<file path="src/asr_pkg.sv">
// Package for the host-side controller of a 2K x 8 asynchronous static memory.
// Assumes a 100 MHz mclk; all pin timing is expressed in whole mclk cycles.
package asr_pkg;
	localparam int ADDR_W = 11;
	localparam int DATA_W = 8;
	localparam int CLK_PERIOD_NS = 10;
	// Pin timing figures in ns (slowest speed grade)
	localparam int T_RC_NS = 35;
	localparam int T_AA_NS = 35;
	localparam int T_WP_NS = 25;
	localparam int T_AS_NS = 0;
	localparam int T_DH_NS = 0;
	localparam int T_HZ_NS = 8;
	localparam int T_OH_NS = 3;
	// Least times round up, never below one cycle
	localparam int RD_CYC = ((T_AA_NS + CLK_PERIOD_NS - 1) / CLK_PERIOD_NS) < 1 ? 1 :
		((T_AA_NS + CLK_PERIOD_NS - 1) / CLK_PERIOD_NS);
	localparam int WP_CYC = ((T_WP_NS + CLK_PERIOD_NS - 1) / CLK_PERIOD_NS) < 1 ? 1 :
		((T_WP_NS + CLK_PERIOD_NS - 1) / CLK_PERIOD_NS);
	localparam int AS_CYC = ((T_AS_NS + CLK_PERIOD_NS - 1) / CLK_PERIOD_NS) < 1 ? 1 :
		((T_AS_NS + CLK_PERIOD_NS - 1) / CLK_PERIOD_NS);
	localparam int DH_CYC = ((T_DH_NS + CLK_PERIOD_NS - 1) / CLK_PERIOD_NS) < 1 ? 1 :
		((T_DH_NS + CLK_PERIOD_NS - 1) / CLK_PERIOD_NS);
	localparam int HZ_CYC = ((T_HZ_NS + CLK_PERIOD_NS - 1) / CLK_PERIOD_NS) < 1 ? 1 :
		((T_HZ_NS + CLK_PERIOD_NS - 1) / CLK_PERIOD_NS);
	localparam int CNT_W = 3;
	localparam logic [ADDR_W-1:0] ADDR_RST = 11'h000;
	localparam logic [DATA_W-1:0] DATA_RST = 8'h00;

	typedef enum logic [2:0] {
		ASR_IDLE = 3'b000,
		ASR_SETUP = 3'b001,
		ASR_STROBE = 3'b011,
		ASR_HOLD = 3'b010,
		ASR_TURN = 3'b110
	} asr_state_t;

	typedef struct packed {
		logic wr;
		logic [ADDR_W-1:0] addr;
		logic [DATA_W-1:0] wdata;
	} asr_req_t;

	typedef struct packed {
		logic sel_n;
		logic oe_n;
		logic we_n;
		logic [ADDR_W-1:0] addr;
	} asr_pins_t;
endpackage

</file>
<file path="src/asr_cycle_timer.sv">
// Down-counter that times each phase of a memory cycle.
// Assumes a load request and count value from the same mclk domain.
`timescale 1ns/1ps
module asr_cycle_timer (
	mclk,
	srst,
	load,
	load_val,
	done
);
	import asr_pkg::*;
	input wire logic mclk;
	input wire logic srst;
	input wire logic load;
	input wire logic [asr_pkg::CNT_W-1:0] load_val;
	output logic done;

	logic [CNT_W-1:0] cnt_r;

	assign done = (cnt_r == '0);

	always_ff @(posedge mclk) begin
		if (srst) begin
			cnt_r <= '0;
		end else if (load) begin
			cnt_r <= load_val;
		end else if (!done) begin
			cnt_r <= cnt_r - 3'h1;
		end
	end
endmodule

</file>
<file path="src/asr_host_ctrl.sv">
// Host-side controller driving a 2K x 8 asynchronous static memory over its pins.
// Assumes the memory sits on the shared data bus; the bus wire is resolved outside.
`timescale 1ns/1ps
// Functional notes
// - Write only while select and strobe low
// - Read while selected with strobe high
// - Strobe stays high throughout every read
// - Write window is overlap of select, strobe
// - Address valid before select asserts for read
module asr_host_ctrl (
	mclk,
	srst,
	req_valid,
	req_ready,
	req,
	rsp_valid,
	rsp_data,
	mem_pins,
	dq_in,
	dq_out,
	dq_oe
);
	import asr_pkg::*;
	input wire logic mclk;
	input wire logic srst;
	input wire logic req_valid;
	output logic req_ready;
	input wire asr_pkg::asr_req_t req;
	output logic rsp_valid;
	output logic [asr_pkg::DATA_W-1:0] rsp_data;
	output asr_pkg::asr_pins_t mem_pins;
	input wire logic [asr_pkg::DATA_W-1:0] dq_in;
	output logic [asr_pkg::DATA_W-1:0] dq_out;
	output logic dq_oe;

	asr_state_t state_r;
	asr_state_t state_nxt;
	asr_req_t cur_r;
	logic sel_n_r;
	logic oe_n_r;
	logic we_n_r;
	logic dq_oe_r;
	logic [DATA_W-1:0] dq_out_r;
	logic rsp_valid_r;
	logic [DATA_W-1:0] rsp_data_r;
	logic [DATA_W-1:0] dq_meta_r;
	logic [DATA_W-1:0] dq_sync_r;
	logic tmr_load;
	logic [CNT_W-1:0] tmr_val;
	logic tmr_done;
	logic take_req;
	logic in_idle;
	logic go_strobe;
	logic go_hold;
	logic go_turn;
	logic go_idle;

	function automatic logic [CNT_W-1:0] cyc(input int n);
		cyc = CNT_W'(n);
	endfunction

	asr_cycle_timer u_timer (
		.mclk(mclk),
		.srst(srst),
		.load(tmr_load),
		.load_val(tmr_val),
		.done(tmr_done)
	);

	assign in_idle = (state_r == ASR_IDLE);
	assign req_ready = in_idle;
	assign take_req = in_idle && req_valid;
	assign go_strobe = (state_r == ASR_SETUP) && tmr_done;
	// Read data is sampled two stages late, so the strobe phase adds the sync depth
	assign go_hold = (state_r == ASR_STROBE) && tmr_done;
	assign go_turn = (state_r == ASR_HOLD) && tmr_done;
	assign go_idle = (state_r == ASR_TURN) && tmr_done;
	assign tmr_load = take_req || go_strobe || go_hold || go_turn;
	// Each phase except the read strobe loads its length less one, since the timer reports done at zero
	assign tmr_val = take_req ? cyc(AS_CYC - 1) :
		go_strobe ? (cur_r.wr ? cyc(WP_CYC - 1) : cyc(RD_CYC + 1)) :
		go_hold ? cyc(DH_CYC - 1) : cyc(HZ_CYC - 1);

	always_comb begin
		state_nxt = state_r;
		case (state_r)
			ASR_IDLE: begin
				if (take_req) begin
					state_nxt = ASR_SETUP;
				end
			end
			ASR_SETUP: begin
				if (go_strobe) begin
					state_nxt = ASR_STROBE;
				end
			end
			ASR_STROBE: begin
				if (go_hold) begin
					state_nxt = ASR_HOLD;
				end
			end
			ASR_HOLD: begin
				if (go_turn) begin
					state_nxt = ASR_TURN;
				end
			end
			ASR_TURN: begin
				if (go_idle) begin
					state_nxt = ASR_IDLE;
				end
			end
			default: begin
				state_nxt = ASR_IDLE;
			end
		endcase
	end

	// Phase register; every phase but idle leaves only when its timer has run out
	always_ff @(posedge mclk) begin
		if (srst) begin
			state_r <= ASR_IDLE;
		end else begin
			state_r <= state_nxt;
		end
	end

	// Address and data are captured once and held for the whole cycle
	always_ff @(posedge mclk) begin
		if (srst) begin
			cur_r <= '{wr: 1'b0, addr: ADDR_RST, wdata: DATA_RST};
		end else if (take_req) begin
			cur_r <= req;
		end
	end

	// Select falls only after the address has stood for a setup phase
	always_ff @(posedge mclk) begin
		if (srst) begin
			sel_n_r <= 1'b1;
		end else if (take_req) begin
			sel_n_r <= 1'b1;
		end else if (go_strobe) begin
			sel_n_r <= 1'b0;
		end else if (go_hold) begin
			sel_n_r <= 1'b1;
		end
	end

	// Write strobe only in write cycles; reads keep it high throughout
	always_ff @(posedge mclk) begin
		if (srst) begin
			we_n_r <= 1'b1;
		end else if (go_strobe && cur_r.wr) begin
			we_n_r <= 1'b0;
		end else if (go_hold) begin
			we_n_r <= 1'b1;
		end else if (!cur_r.wr) begin
			we_n_r <= 1'b1;
		end
	end

	// Output enable only for reads, never together with the write strobe
	always_ff @(posedge mclk) begin
		if (srst) begin
			oe_n_r <= 1'b1;
		end else if (go_strobe && !cur_r.wr) begin
			oe_n_r <= 1'b0;
		end else if (go_hold || cur_r.wr) begin
			oe_n_r <= 1'b1;
		end
	end

	// Host drives the bus only while the write strobe phase and data hold last
	always_ff @(posedge mclk) begin
		if (srst) begin
			dq_oe_r <= 1'b0;
			dq_out_r <= DATA_RST;
		end else if (go_strobe && cur_r.wr) begin
			dq_oe_r <= 1'b1;
			dq_out_r <= cur_r.wdata;
		end else if (go_turn) begin
			dq_oe_r <= 1'b0;
		end
	end

	// Bus level comes from the pins, so it passes two flops before capture
	always_ff @(posedge mclk) begin
		if (srst) begin
			dq_meta_r <= DATA_RST;
			dq_sync_r <= DATA_RST;
		end else begin
			dq_meta_r <= dq_in;
			dq_sync_r <= dq_meta_r;
		end
	end

	// Sample at the end of the strobe phase, before select and enable release
	always_ff @(posedge mclk) begin
		if (srst) begin
			rsp_valid_r <= 1'b0;
			rsp_data_r <= DATA_RST;
		end else begin
			rsp_valid_r <= go_hold && !cur_r.wr;
			if (go_hold && !cur_r.wr) begin
				rsp_data_r <= dq_sync_r;
			end
		end
	end

	// Pin bundle and responses all come straight from flops
	assign rsp_valid = rsp_valid_r;
	assign rsp_data = rsp_data_r;
	assign mem_pins = '{sel_n: sel_n_r, oe_n: oe_n_r, we_n: we_n_r, addr: cur_r.addr};
	assign dq_out = dq_out_r;
	assign dq_oe = dq_oe_r;
endmodule

</file>
<file path="config.mk">
export PLATFORM = sky130hd
export DESIGN_NAME = asr_host_ctrl
export DESIGN_NICKNAME = d
export VERILOG_FILES = /design/src/asr_pkg.sv /design/src/asr_cycle_timer.sv /design/src/asr_host_ctrl.sv
export SDC_FILE = /design/constraint.sdc
export NUM_CORES = 1
export LEC_CHECK = 0
export BUFFER_PORTS_ARGS = -buffer_cell sky130_fd_sc_hd__buf_2
export CORE_MARGIN = 2
export CORE_UTILIZATION = 35
export DETAILED_ROUTE_END_ITERATION = 12
export GPL_ROUTABILITY_DRIVEN = 0
export GPL_TIMING_DRIVEN = 0
export SYNTH_ARGS = -nofsm -noshare
export SYNTH_HDL_FRONTEND = slang
export SYNTH_SLANG_ARGS = --single-unit
</file>
<file path="constraint.sdc">
create_clock -name mclk -period 2 [get_ports mclk]
set_input_delay 0.4 -clock mclk [delete_from_list [all_inputs] [get_ports mclk]]
set_output_delay 0.4 -clock mclk [all_outputs]
set_load 0.01 [all_outputs]
</file>
==> impl_metrics.toml, run 1 <==
[run_status]
outcome = "finished, final reports clean"

[yosys]
yosysMostFrequentCell = "dfxtp_1"
synth.top_cells.by_area = "dfxtp_1 (53%), nand2_1 (7.4%), mux2i_1 (6.7%)"
synthTopCellsByCount = "dfxtp_1 (63), nand2_1 (47), a21oi_1 (24), nor2_1 (22), nor2b_1 (19)"
synth_edf_count = 0
synth_top_area_share = 0.531
ys_seq_area_frac = 0.531
yosys.area.top_type = "dfxtp_1"
synth_ff_type = "dfxtp_1"
yosys_warnings = 0
synth_cell_types = 33
avgSynthCellArea_um2 = 9.43
synth_seq_cells = 63
synth-async-reset-ratio = 0
syn-num-nets = 285
syn_inst = 252
synth_area_um2 = 2380

[sta]
slew_violations = 0
final.setup.worst_slack_ns = 0.318
rsz0062_at_grt = "false"
fin_tns_setup_ns = 0
maxSlewHeadroom = 0.643
skew_ns = 0.00912
fin_crit_ns = 1.68
max_freq_mhz = 594
finalHoldViolCount = 0
setup_violations = 0
worst_pin_slew_ns = 0.535
post-route-period-util = 0.841
holdWs_ns = 0.276

[placement]
dp_hpwl_mm = 3.26
place_ws_ns = 0.337
dp_cells = 394
port-buffer-count = 62
dpl_cell_area_um2 = 2790

[drt]
postRouteAntennaNets = 0
viasPerCell = 4.46
routed_wl_mm = 4.62
drc = 0
vias = 1827
firstDrtPassIters = 4
wl_per_cell_um = 11.3
drt_iter0_markers = 71

[finish]
ff_latch_area_um2 = 1260
fin_cells = 410
syn_to_final_growth_pct = 26.5
nNetsFinal = 358
final_util = 0.450
final_area_um2 = 3010
diodes = 0
multi_input_area_um2 = 898
drive_above_1_share = 0.324
num-fill-cells = 667

[cts]
insertion_delay_ns = 0.33
htreeDepth = 3
postCtsHoldBufs = 0
cts_buffers = 9
clockRootBuffer = "clkbuf_8"
path_clk_slew_ns = 0.07
ctsResizeCount = 0
cts_tree = "built"
numClockSinks = 63
postCtsSetupRepairBufs = 0
clk_path_buf_depth = 2

[critical_path]
cp-endpoint = "dq_out[0]$_SDFFE_PP0N_"
crit_type = "register to register"
reg2reg_depth = 7
r2r_setup_slack_ns = 0.32
worst-path-max-fanout = 10
r2r_start = "u_timer.cnt_r[0]$_SDFFE_PP0P_"
startpoint_type = "register"
end_kind = "register"
cp.arrival_ns = 1.88
crit_path_start = "u_timer.cnt_r[0]$_SDFFE_PP0P_"
critPathRequiredTime_ns = 2.20
r2r_end = "dq_out[0]$_SDFFE_PP0N_"

[die]
io-pin-count = 64
die_area_um2 = 7460
dieHeight_um = 86.4
num_rows = 30
core_um2 = 6680
start_util = 0.356
die_width_um = 86.4

[power_and_ir_drop]
power.total_mw = 3.58
cellLeakagePower_nw = 1.32
ir_worst_vdd_uv = 375
powerDensity_nw_per_um2 = 1190

[global_routing]
grt_pass1_wl_mm = 7.82
grt_pass1_vias = 1692
grt-ovfl-total = 0
antenna_found_initial = 0
grt_use_total = 0.135
grt_max_degree = 13

[hold_path]
min_path_type = "input pin to register"

[run]
cap_violations = 0
critical path, stage by stage, from the launching register on:
cell and delay, ns:
dfxtp_1 0.30, inv_1 0.10, ha_1 0.22, nor3b_2 0.28, and3_1 0.22, buf_6 0.19, mux2i_1 0.20, nor2_1 0.05
routing by layer:
| layer | part of all wire | track usage | vias to the layer above |
|---|---|---|---|
| met5 | 0 | 0 | - |
| met4 | 0.012 | 0.0724 | 0 |
| met3 | 0.047 | 0.0343 | 5 |
| met2 | 0.48 | 0.215 | 39 |
| met1 | 0.46 | 0.169 | 833 |
| li1 | - | - | 950 |
registers in the layout, summed over array words and instances (netlist names):
name           flops
state_r            3
rsp_data           8
sel_n_r            1
rsp_valid          1
dq_sync_r          8
u_timer.cnt_r      3
we_n_r             1
dq_out             8
dq_meta_r          8
cur_r              9
oe_n_r             1
dq_oe              1
mem_pins          11
cells by family (layout without fill, tap and decap cells):
logic type,after synthesis,after routing,share of synthesized area
and+or+nand+nor,103,103,0.210
DFF,63,63,0.531
buffers and inverters,34,112,0.0911
AOI/OAI and AO/OA,32,32,0.0832
muxes,16,16,0.0674
adders and majority gates,2,2,0.0105
xor gates and xnor gates,2,2,0.00737
cells in the final DEF (no fill, tap or decap), types with 2 or more instances in the layout:
cell and count:
nand3_1 2, buf_2 64, buf_6 3, dfxtp_1 63, nor2_1 22, clkbuf_1 8
clkbuf_8 9, inv_1 4, buf_4 17, bufinv_16 2, nor3_1 3, ha_1 2
mux2i_1 16, a21oi_1 24, clkinv_2 2, and3_1 2, nand2_1 47, nor2b_1 19
how the worst min path moves through the flow:
| stage | cells past startpoint | to | startpoint | slack [ns] |
|---|---|---|---|---|
| floorplan | 1 | we_n_r$_SDFFE_PP1P_ | cur_r[19]$_SDFFE_PP0P_ | 0.41 |
| global placement | 1 | dq_sync_r[5]$_SDFF_PP0_ | dq_meta_r[5]$_SDFF_PP0_ | 0.42 |
| detailed placement | 1 | dq_sync_r[4]$_SDFF_PP0_ | dq_meta_r[4]$_SDFF_PP0_ | 0.43 |
| CTS | 2 | dq_meta_r[5]$_SDFF_PP0_ | dq_in[5] | 0.26 |
| global route | 2 | dq_meta_r[3]$_SDFF_PP0_ | dq_in[3] | 0.27 |
| finish | 2 | dq_meta_r[0]$_SDFF_PP0_ | dq_in[0] | 0.28 |
cell type report:
type,instances,area share
Multi-Input combinational cell,155,0.299
Timing Repair Buffer,62,0.103
Clock buffer,9,0.0412
Inverter,4,0.00500
Clock inverter,7,0.0316
Tap cell,80,0.0333
Buffer,30,0.0670
Sequential cell,63,0.420
power breakdown:
| group | internal (mW) | switching (mW) | total, mW | leakage (nW) |
|---|---|---|---|---|
| sequential | 1.39 | 0.0681 | 1.46 | 0.515 |
| clock | 0.703 | 0.500 | 1.20 | 0.110 |
| combinational | 0.431 | 0.491 | 0.922 | 0.692 |
| total | 2.52 | 1.06 | 3.58 | 1.32 |
Note: power is estimated with default switching activity, not from simulation.
==> inputs of run 2 (changes only) <==
clock period = 1.6 ns   (was 2 ns; I/O delays follow)
==> run 2 against run 1 <==
  * Non-clock buffer count up 1
  * Utilization up 0.54 points
  * Sequential power grew 25%
  * Wire length is 1.8% higher
  * Sequential share of layout area fell by 0.50 points
  * Register-to-register slack worse by 0.23 ns
  * Total power up 28%
  * Final area increased by 1.2%
==> impl_metrics.toml, run 2 (synthesis results as in run 1) <==
[cts]
insertion_delay_ns = 0.33
path_clk_slew_ns = 0.07
postCtsHoldBufs = 0
cts_tree = "built"
htreeDepth = 3
cts_buffers = 9
numClockSinks = 63
clockRootBuffer = "clkbuf_8"
clk_path_buf_depth = 2

[critical_path]
crit_top_cell = "buf_2"
path_cells = "buf_2 -> nor3_4 -> buf_2"
r2r_setup_slack_ns = 0.09
worst-path-max-fanout = 10
cp_slowest_cell = "dfxtp_1"
startpoint_type = "register"
crit_type = "register to output port"
critPathTopFamily = "buffers and inverters"
critPathRequiredTime_ns = 1.28
end_kind = "output port"
cp.arrival_ns = 1.20
worst-path-buf-inv = 2
max_stage_delay_ns = 0.30

[die]
io-pin-count = 64
num_rows = 30
start_util = 0.356
core_um2 = 6680
die_width_um = 86.4
die_area_um2 = 7460
dieHeight_um = 86.4

[drt]
drt_iter0_markers = 69
firstDrtPassIters = 4
vias = 1813
postRouteAntennaNets = 0
wl_per_cell_um = 11.4
drc = 0
routed_wl_mm = 4.71
viasPerCell = 4.41

[sta]
worst_pin_slew_ns = 0.535
maxSlewHeadroom = 0.643
setup_violations = 0
finalHoldViolCount = 0
max_freq_mhz = 658
skew_ns = 0.0103
post-route-period-util = 0.950
slew_violations = 0
fin_crit_ns = 1.52
fin_tns_setup_ns = 0

[power_and_ir_drop]
internal_power_mw = 3.23
power.share.clock = 0.326
pwr-share-seq = 0.399
powerDensity_nw_per_um2 = 1510
switchingPower_mw = 1.36
ir_worst_vdd_uv = 500
p_sw_frac = 0.295
comb_power_share = 0.275
cellLeakagePower_nw = 1.33

[finish]
multi_input_area_um2 = 926
nNetsFinal = 359
final_cell_mix = "buf_2 (64), dfxtp_1 (63), nand2_1 (47), a21oi_1 (24), nor2_1 (22)"
ff_latch_area_um2 = 1260
num-fill-cells = 664
largest_reg_flops = 11
syn_to_final_growth_pct = 28.0
diodes = 0
drive_above_1_share = 0.338
mostFrequentLayoutCell = "buf_2"
final_util = 0.455

[global_routing]
grt_pass1_wl_mm = 7.83
grt_max_degree = 13
grt_use_total = 0.136
antenna_found_initial = 0
grt-ovfl-total = 0
grt_pass1_vias = 1697

[run_status]
outcome = "finished, final reports clean"

[run]
cap_violations = 0

[hold_path]
min_path_type = "input pin to register"

[placement]
port-buffer-count = 62
dp_hpwl_mm = 3.26
## run 2: changes by cell type in the layout (fill, tap and decap cells not counted)
cell | previous run | this run
buf_4 | 17 | 18
nor4b_4 | 0 | 1
inv_2 | 0 | 2
ha_4 | 0 | 1
nor3b_2 | 1 | 0
nor4b_2 | 1 | 0
clkbuf_1 | 8 | 7
ha_1 | 2 | 1
clkbuf_2 | 0 | 1
inv_1 | 4 | 2
nor3b_4 | 0 | 1
## run 2: final cells by class
cell class	instances	area share
Buffer	30	0.0666
Clock buffer	9	0.0407
Clock inverter	7	0.0313
Inverter	4	0.00494
Multi-Input combinational cell	155	0.304
Sequential cell	63	0.415
Tap cell	80	0.0329
Timing Repair Buffer	63	0.104
## run 2: routing by layer
layer,vias up,routed length (um),part of all wire,track usage
met4,0,62,0.013,0.0724
met5,-,0,0,0
met3,4,189,0.040,0.0343
met1,818,2160,0.46,0.168
li1,954,-,-,-
met2,37,2290,0.49,0.217
## run 2: repair_timing
item,in CTS,in global routing
endpoints found under the setup margin,15,25
hold endpoints to repair,0,0
resized for setup,3,5
pin swaps,0,1
setup buffers,1,0
## run 2: stage by stage
| stage | cell area, um2 | hold WS (ns) | cells | setup WS, ns | total power [mW] |
|---|---|---|---|---|---|
| after floorplan | 2380 | 0.412 | 252 | 0.127 | 2.73 |
| after CTS | 3030 | 0.181 | 411 | 0.0109 | 4.61 |
| final | 3040 | 0.199 | 411 | 0.0804 | 4.59 |
| after detailed placement | 2790 | 0.425 | 394 | -0.0625 | 3.02 |
| after global placement | 2790 | 0.417 | 394 | -0.0380 | 3.01 |
| after global routing | 3040 | 0.195 | 411 | -0.0124 | 4.91 |
## run 2: final timing paths
path	endpoint	from	depth (start not counted)
setup / recovery	req_ready	state_r[1]$_SDFFE_PP0P_	3
hold / removal	dq_meta_r[0]$_SDFF_PP0_	dq_in[0]	2
setup reg to reg	rsp_data[7]$_SDFFE_PP0P_	u_timer.cnt_r[0]$_SDFFE_PP0P_	7
hold reg to reg	dq_sync_r[4]$_SDFF_PP0_	dq_meta_r[4]$_SDFF_PP0_	1
## run 2: power by group through the flow
| stage | combinational [mW] | sequential (mW) | clock, mW |
|---|---|---|---|
| after global routing | 1.42 | 1.85 | 1.64 |
| after detailed placement | 1.16 | 1.86 | 0 |
| after CTS | 1.23 | 1.83 | 1.55 |
| after floorplan | 0.889 | 1.84 | 0 |
| after global placement | 1.16 | 1.85 | 0 |
| final | 1.26 | 1.83 | 1.50 |
==> inputs of run 3 (changes only) <==
ABC_CLOCK_PERIOD_IN_PS = 1600   (was unset)
SYNTH_HIERARCHICAL = 1   (was unset)
==> run 3 against run 2 <==
  * The run now ends with setup timing left
  * First-iteration DRC count rose by 17%
  * Synthesized cell count up 6.7%
  * Critical path depth up 6
==> impl_metrics.toml, run 3 <==
[critical_path]
startpoint_type = "register"
reg2reg_depth = 9
r2r_end = "u_timer/cnt_r[1]$_SDFFE_PP0P_"
worst-path-max-fanout = 7
r2r_setup_slack_ns = -0.05
r2r_start = "u_timer/cnt_r[0]$_SDFFE_PP0P_"
crit_top_cell = "nand2b_4"
crit_path_start = "u_timer/cnt_r[0]$_SDFFE_PP0P_"
crit_type = "register to register"
max_stage_delay_ns = 0.49
path_cells = "inv_2 -> ha_4 -> nand2b_4 -> inv_4 -> buf_4 -> nand2b_4 -> o21ai_4 -> nor4b_1 -> a2111oi_4"
critPathRequiredTime_ns = 1.80
cp-endpoint = "u_timer/cnt_r[1]$_SDFFE_PP0P_"
cp.arrival_ns = 1.85
end_kind = "register"
cp_slowest_cell = "nor4b_1"

[die]
io-pin-count = 64
core_um2 = 7140
start_util = 0.357
num_rows = 31
die_width_um = 89.3
die_area_um2 = 7970
dieHeight_um = 89.3

[drt]
viasPerCell = 4.32
vias = 2012
firstDrtPassIters = 4
wl_per_cell_um = 11.8
postRouteAntennaNets = 0
drt_iter0_markers = 81
drc = 0
routed_wl_mm = 5.49

[yosys]
syn-num-nets = 302
yosys_warnings = 6
synth-async-reset-ratio = 0
yosysMostFrequentCell = "dfxtp_1"
synth_seq_cells = 63
synth.top_cells.by_area = "dfxtp_1 (50%), nand2b_1 (8.6%), nand2_1 (6.3%)"
synth_cell_types = 31
synth_ff_type = "dfxtp_1"
avgSynthCellArea_um2 = 9.47
synth_area_um2 = 2550
synth_edf_count = 0
ys_seq_area_frac = 0.495
yosys.area.top_type = "dfxtp_1"
synth_top_area_share = 0.495
synthTopCellsByCount = "dfxtp_1 (63), nand2_1 (43), nand2b_1 (35), a21oi_1 (24), nor2b_1 (21)"
syn_inst = 269

[power_and_ir_drop]
powerDensity_nw_per_um2 = 1420
ir_worst_vdd_uv = 457
cellLeakagePower_nw = 1.53

[cts]
cts_buffers = 9
postCtsHoldBufs = 0
htreeDepth = 3
path_clk_slew_ns = 0.07
clk_path_buf_depth = 2
numClockSinks = 63
cts_tree = "built"
clockRootBuffer = "clkbuf_8"
insertion_delay_ns = 0.33

[sta]
final.setup.worst_slack_ns = -0.0528
rsz0062_at_grt = "true"
slew_violations = 0
finalHoldViolCount = 0
worst_pin_slew_ns = 0.572
max_freq_mhz = 605
skew_ns = 0.00982
fin_crit_ns = 1.65
maxSlewHeadroom = 0.619
setup_violations = 2
post-route-period-util = 1.03

[global_routing]
grt_use_total = 0.144
grt_pass1_wl_mm = 8.61
grt_max_degree = 12
grt-ovfl-total = 0
grt_pass1_vias = 1874
antenna_found_initial = 0

[finish]
nNetsFinal = 395
num-fill-cells = 729
syn_to_final_growth_pct = 35.2
diodes = 0
final_cell_mix = "buf_2 (64), dfxtp_1 (61), nand2_1 (43), nand2b_1 (33), buf_4 (33)"
ff_latch_area_um2 = 1260
mostFrequentLayoutCell = "buf_2"
drive_above_1_share = 0.395
multi_input_area_um2 = 1130
final_util = 0.482
largest_reg_flops = 11

[run_status]
violations = "setup timing"
outcome = "complete, but fails checks"

[placement]
port-buffer-count = 63
place_ws_ns = -0.311
dp_hpwl_mm = 3.54

[run]
cap_violations = 0

[hold_path]
holdPathStages = 2
min_path_type = "input pin to register"
-- run 3: changes by cell type in the layout (fill, tap and decap cells not counted), moves of 3 or more --
cell      previous run  this run
nand2b_1             1        33
nand2_1             47        43
nor2_1              22         2
buf_4               18        33
buf_6                3         6
-- run 3: area by class of cell --
cell class	instances	share of cell area
Buffer	30	0.0618
Clock buffer	10	0.0400
Clock inverter	6	0.0174
Inverter	7	0.00908
Multi-Input combinational cell	168	0.329
Sequential cell	63	0.367
Tap cell	99	0.0360
Timing Repair Buffer	83	0.140
-- run 3: logic make-up (layout without fill, tap and decap cells) --
group,after synthesis,in the layout,share of synthesized area
xor gates and xnor gates,1,1,0.00344
AOI/OAI and AO/OA,32,32,0.0752
DFF,63,63,0.495
adders and majority gates,2,2,0.00983
muxes,16,16,0.0629
buffers and inverters,38,136,0.0934
and+or+nand+nor,117,117,0.260
-- run 3: timing repair --
item	in CTS	in global routing
gates resized for setup	9	17
cloned	0	0
pin swaps	5	2
setup endpoints to repair	19	37
buffers inserted	17	3
-- run 3: how the worst min path moves through the flow --
stage,start,end
after floorplan,srst,u_timer/cnt_r[2]$_SDFFE_PP0P_
after global placement,dq_meta_r[4]$_SDFF_PP0_,dq_sync_r[4]$_SDFF_PP0_
after detailed placement,dq_meta_r[7]$_SDFF_PP0_,dq_sync_r[7]$_SDFF_PP0_
after CTS,dq_in[5],dq_meta_r[5]$_SDFF_PP0_
after global routing,dq_in[6],dq_meta_r[6]$_SDFF_PP0_
final,dq_in[5],dq_meta_r[5]$_SDFF_PP0_
-- run 3: metrics by stage --
stage	instance area (um2)	hold slack, ns	TNS, ns	cells	power, mW
floorplan	2560	0.388	-0.170	269	2.77
global placement	3000	0.418	-5.89	431	3.05
detailed placement	3000	0.426	-6.63	431	3.07
CTS	3350	0.178	-0.0586	463	4.76
global route	3440	0.187	-0.728	466	5.18
finish	3440	0.192	-0.0658	466	4.91
-- run 3: worst max-delay path, delay by kind of cell (launching register included) --
kind | cells | cell delay (ns)
compound gates | 2 | 0.12
fa+ha+maj | 1 | 0.16
buf+inv | 3 | 0.23
flops | 1 | 0.35
simple gates | 3 | 0.64
-- run 3: per-layer routing --
metal	global-route usage	part of all wire	vias to the layer above	routed length, um
met5	0	0	-	0
met4	0.0841	0.032	0	176
met3	0.0305	0.045	16	248
met2	0.232	0.47	48	2580
met1	0.179	0.45	907	2490
li1	-	-	1041	-
-- run 3: where the power goes --
| part | internal [mW] | switching [mW] |
|---|---|---|
| logic | 0.895 | 0.821 |
| registers | 1.74 | 0.0860 |
| clock network | 0.753 | 0.612 |
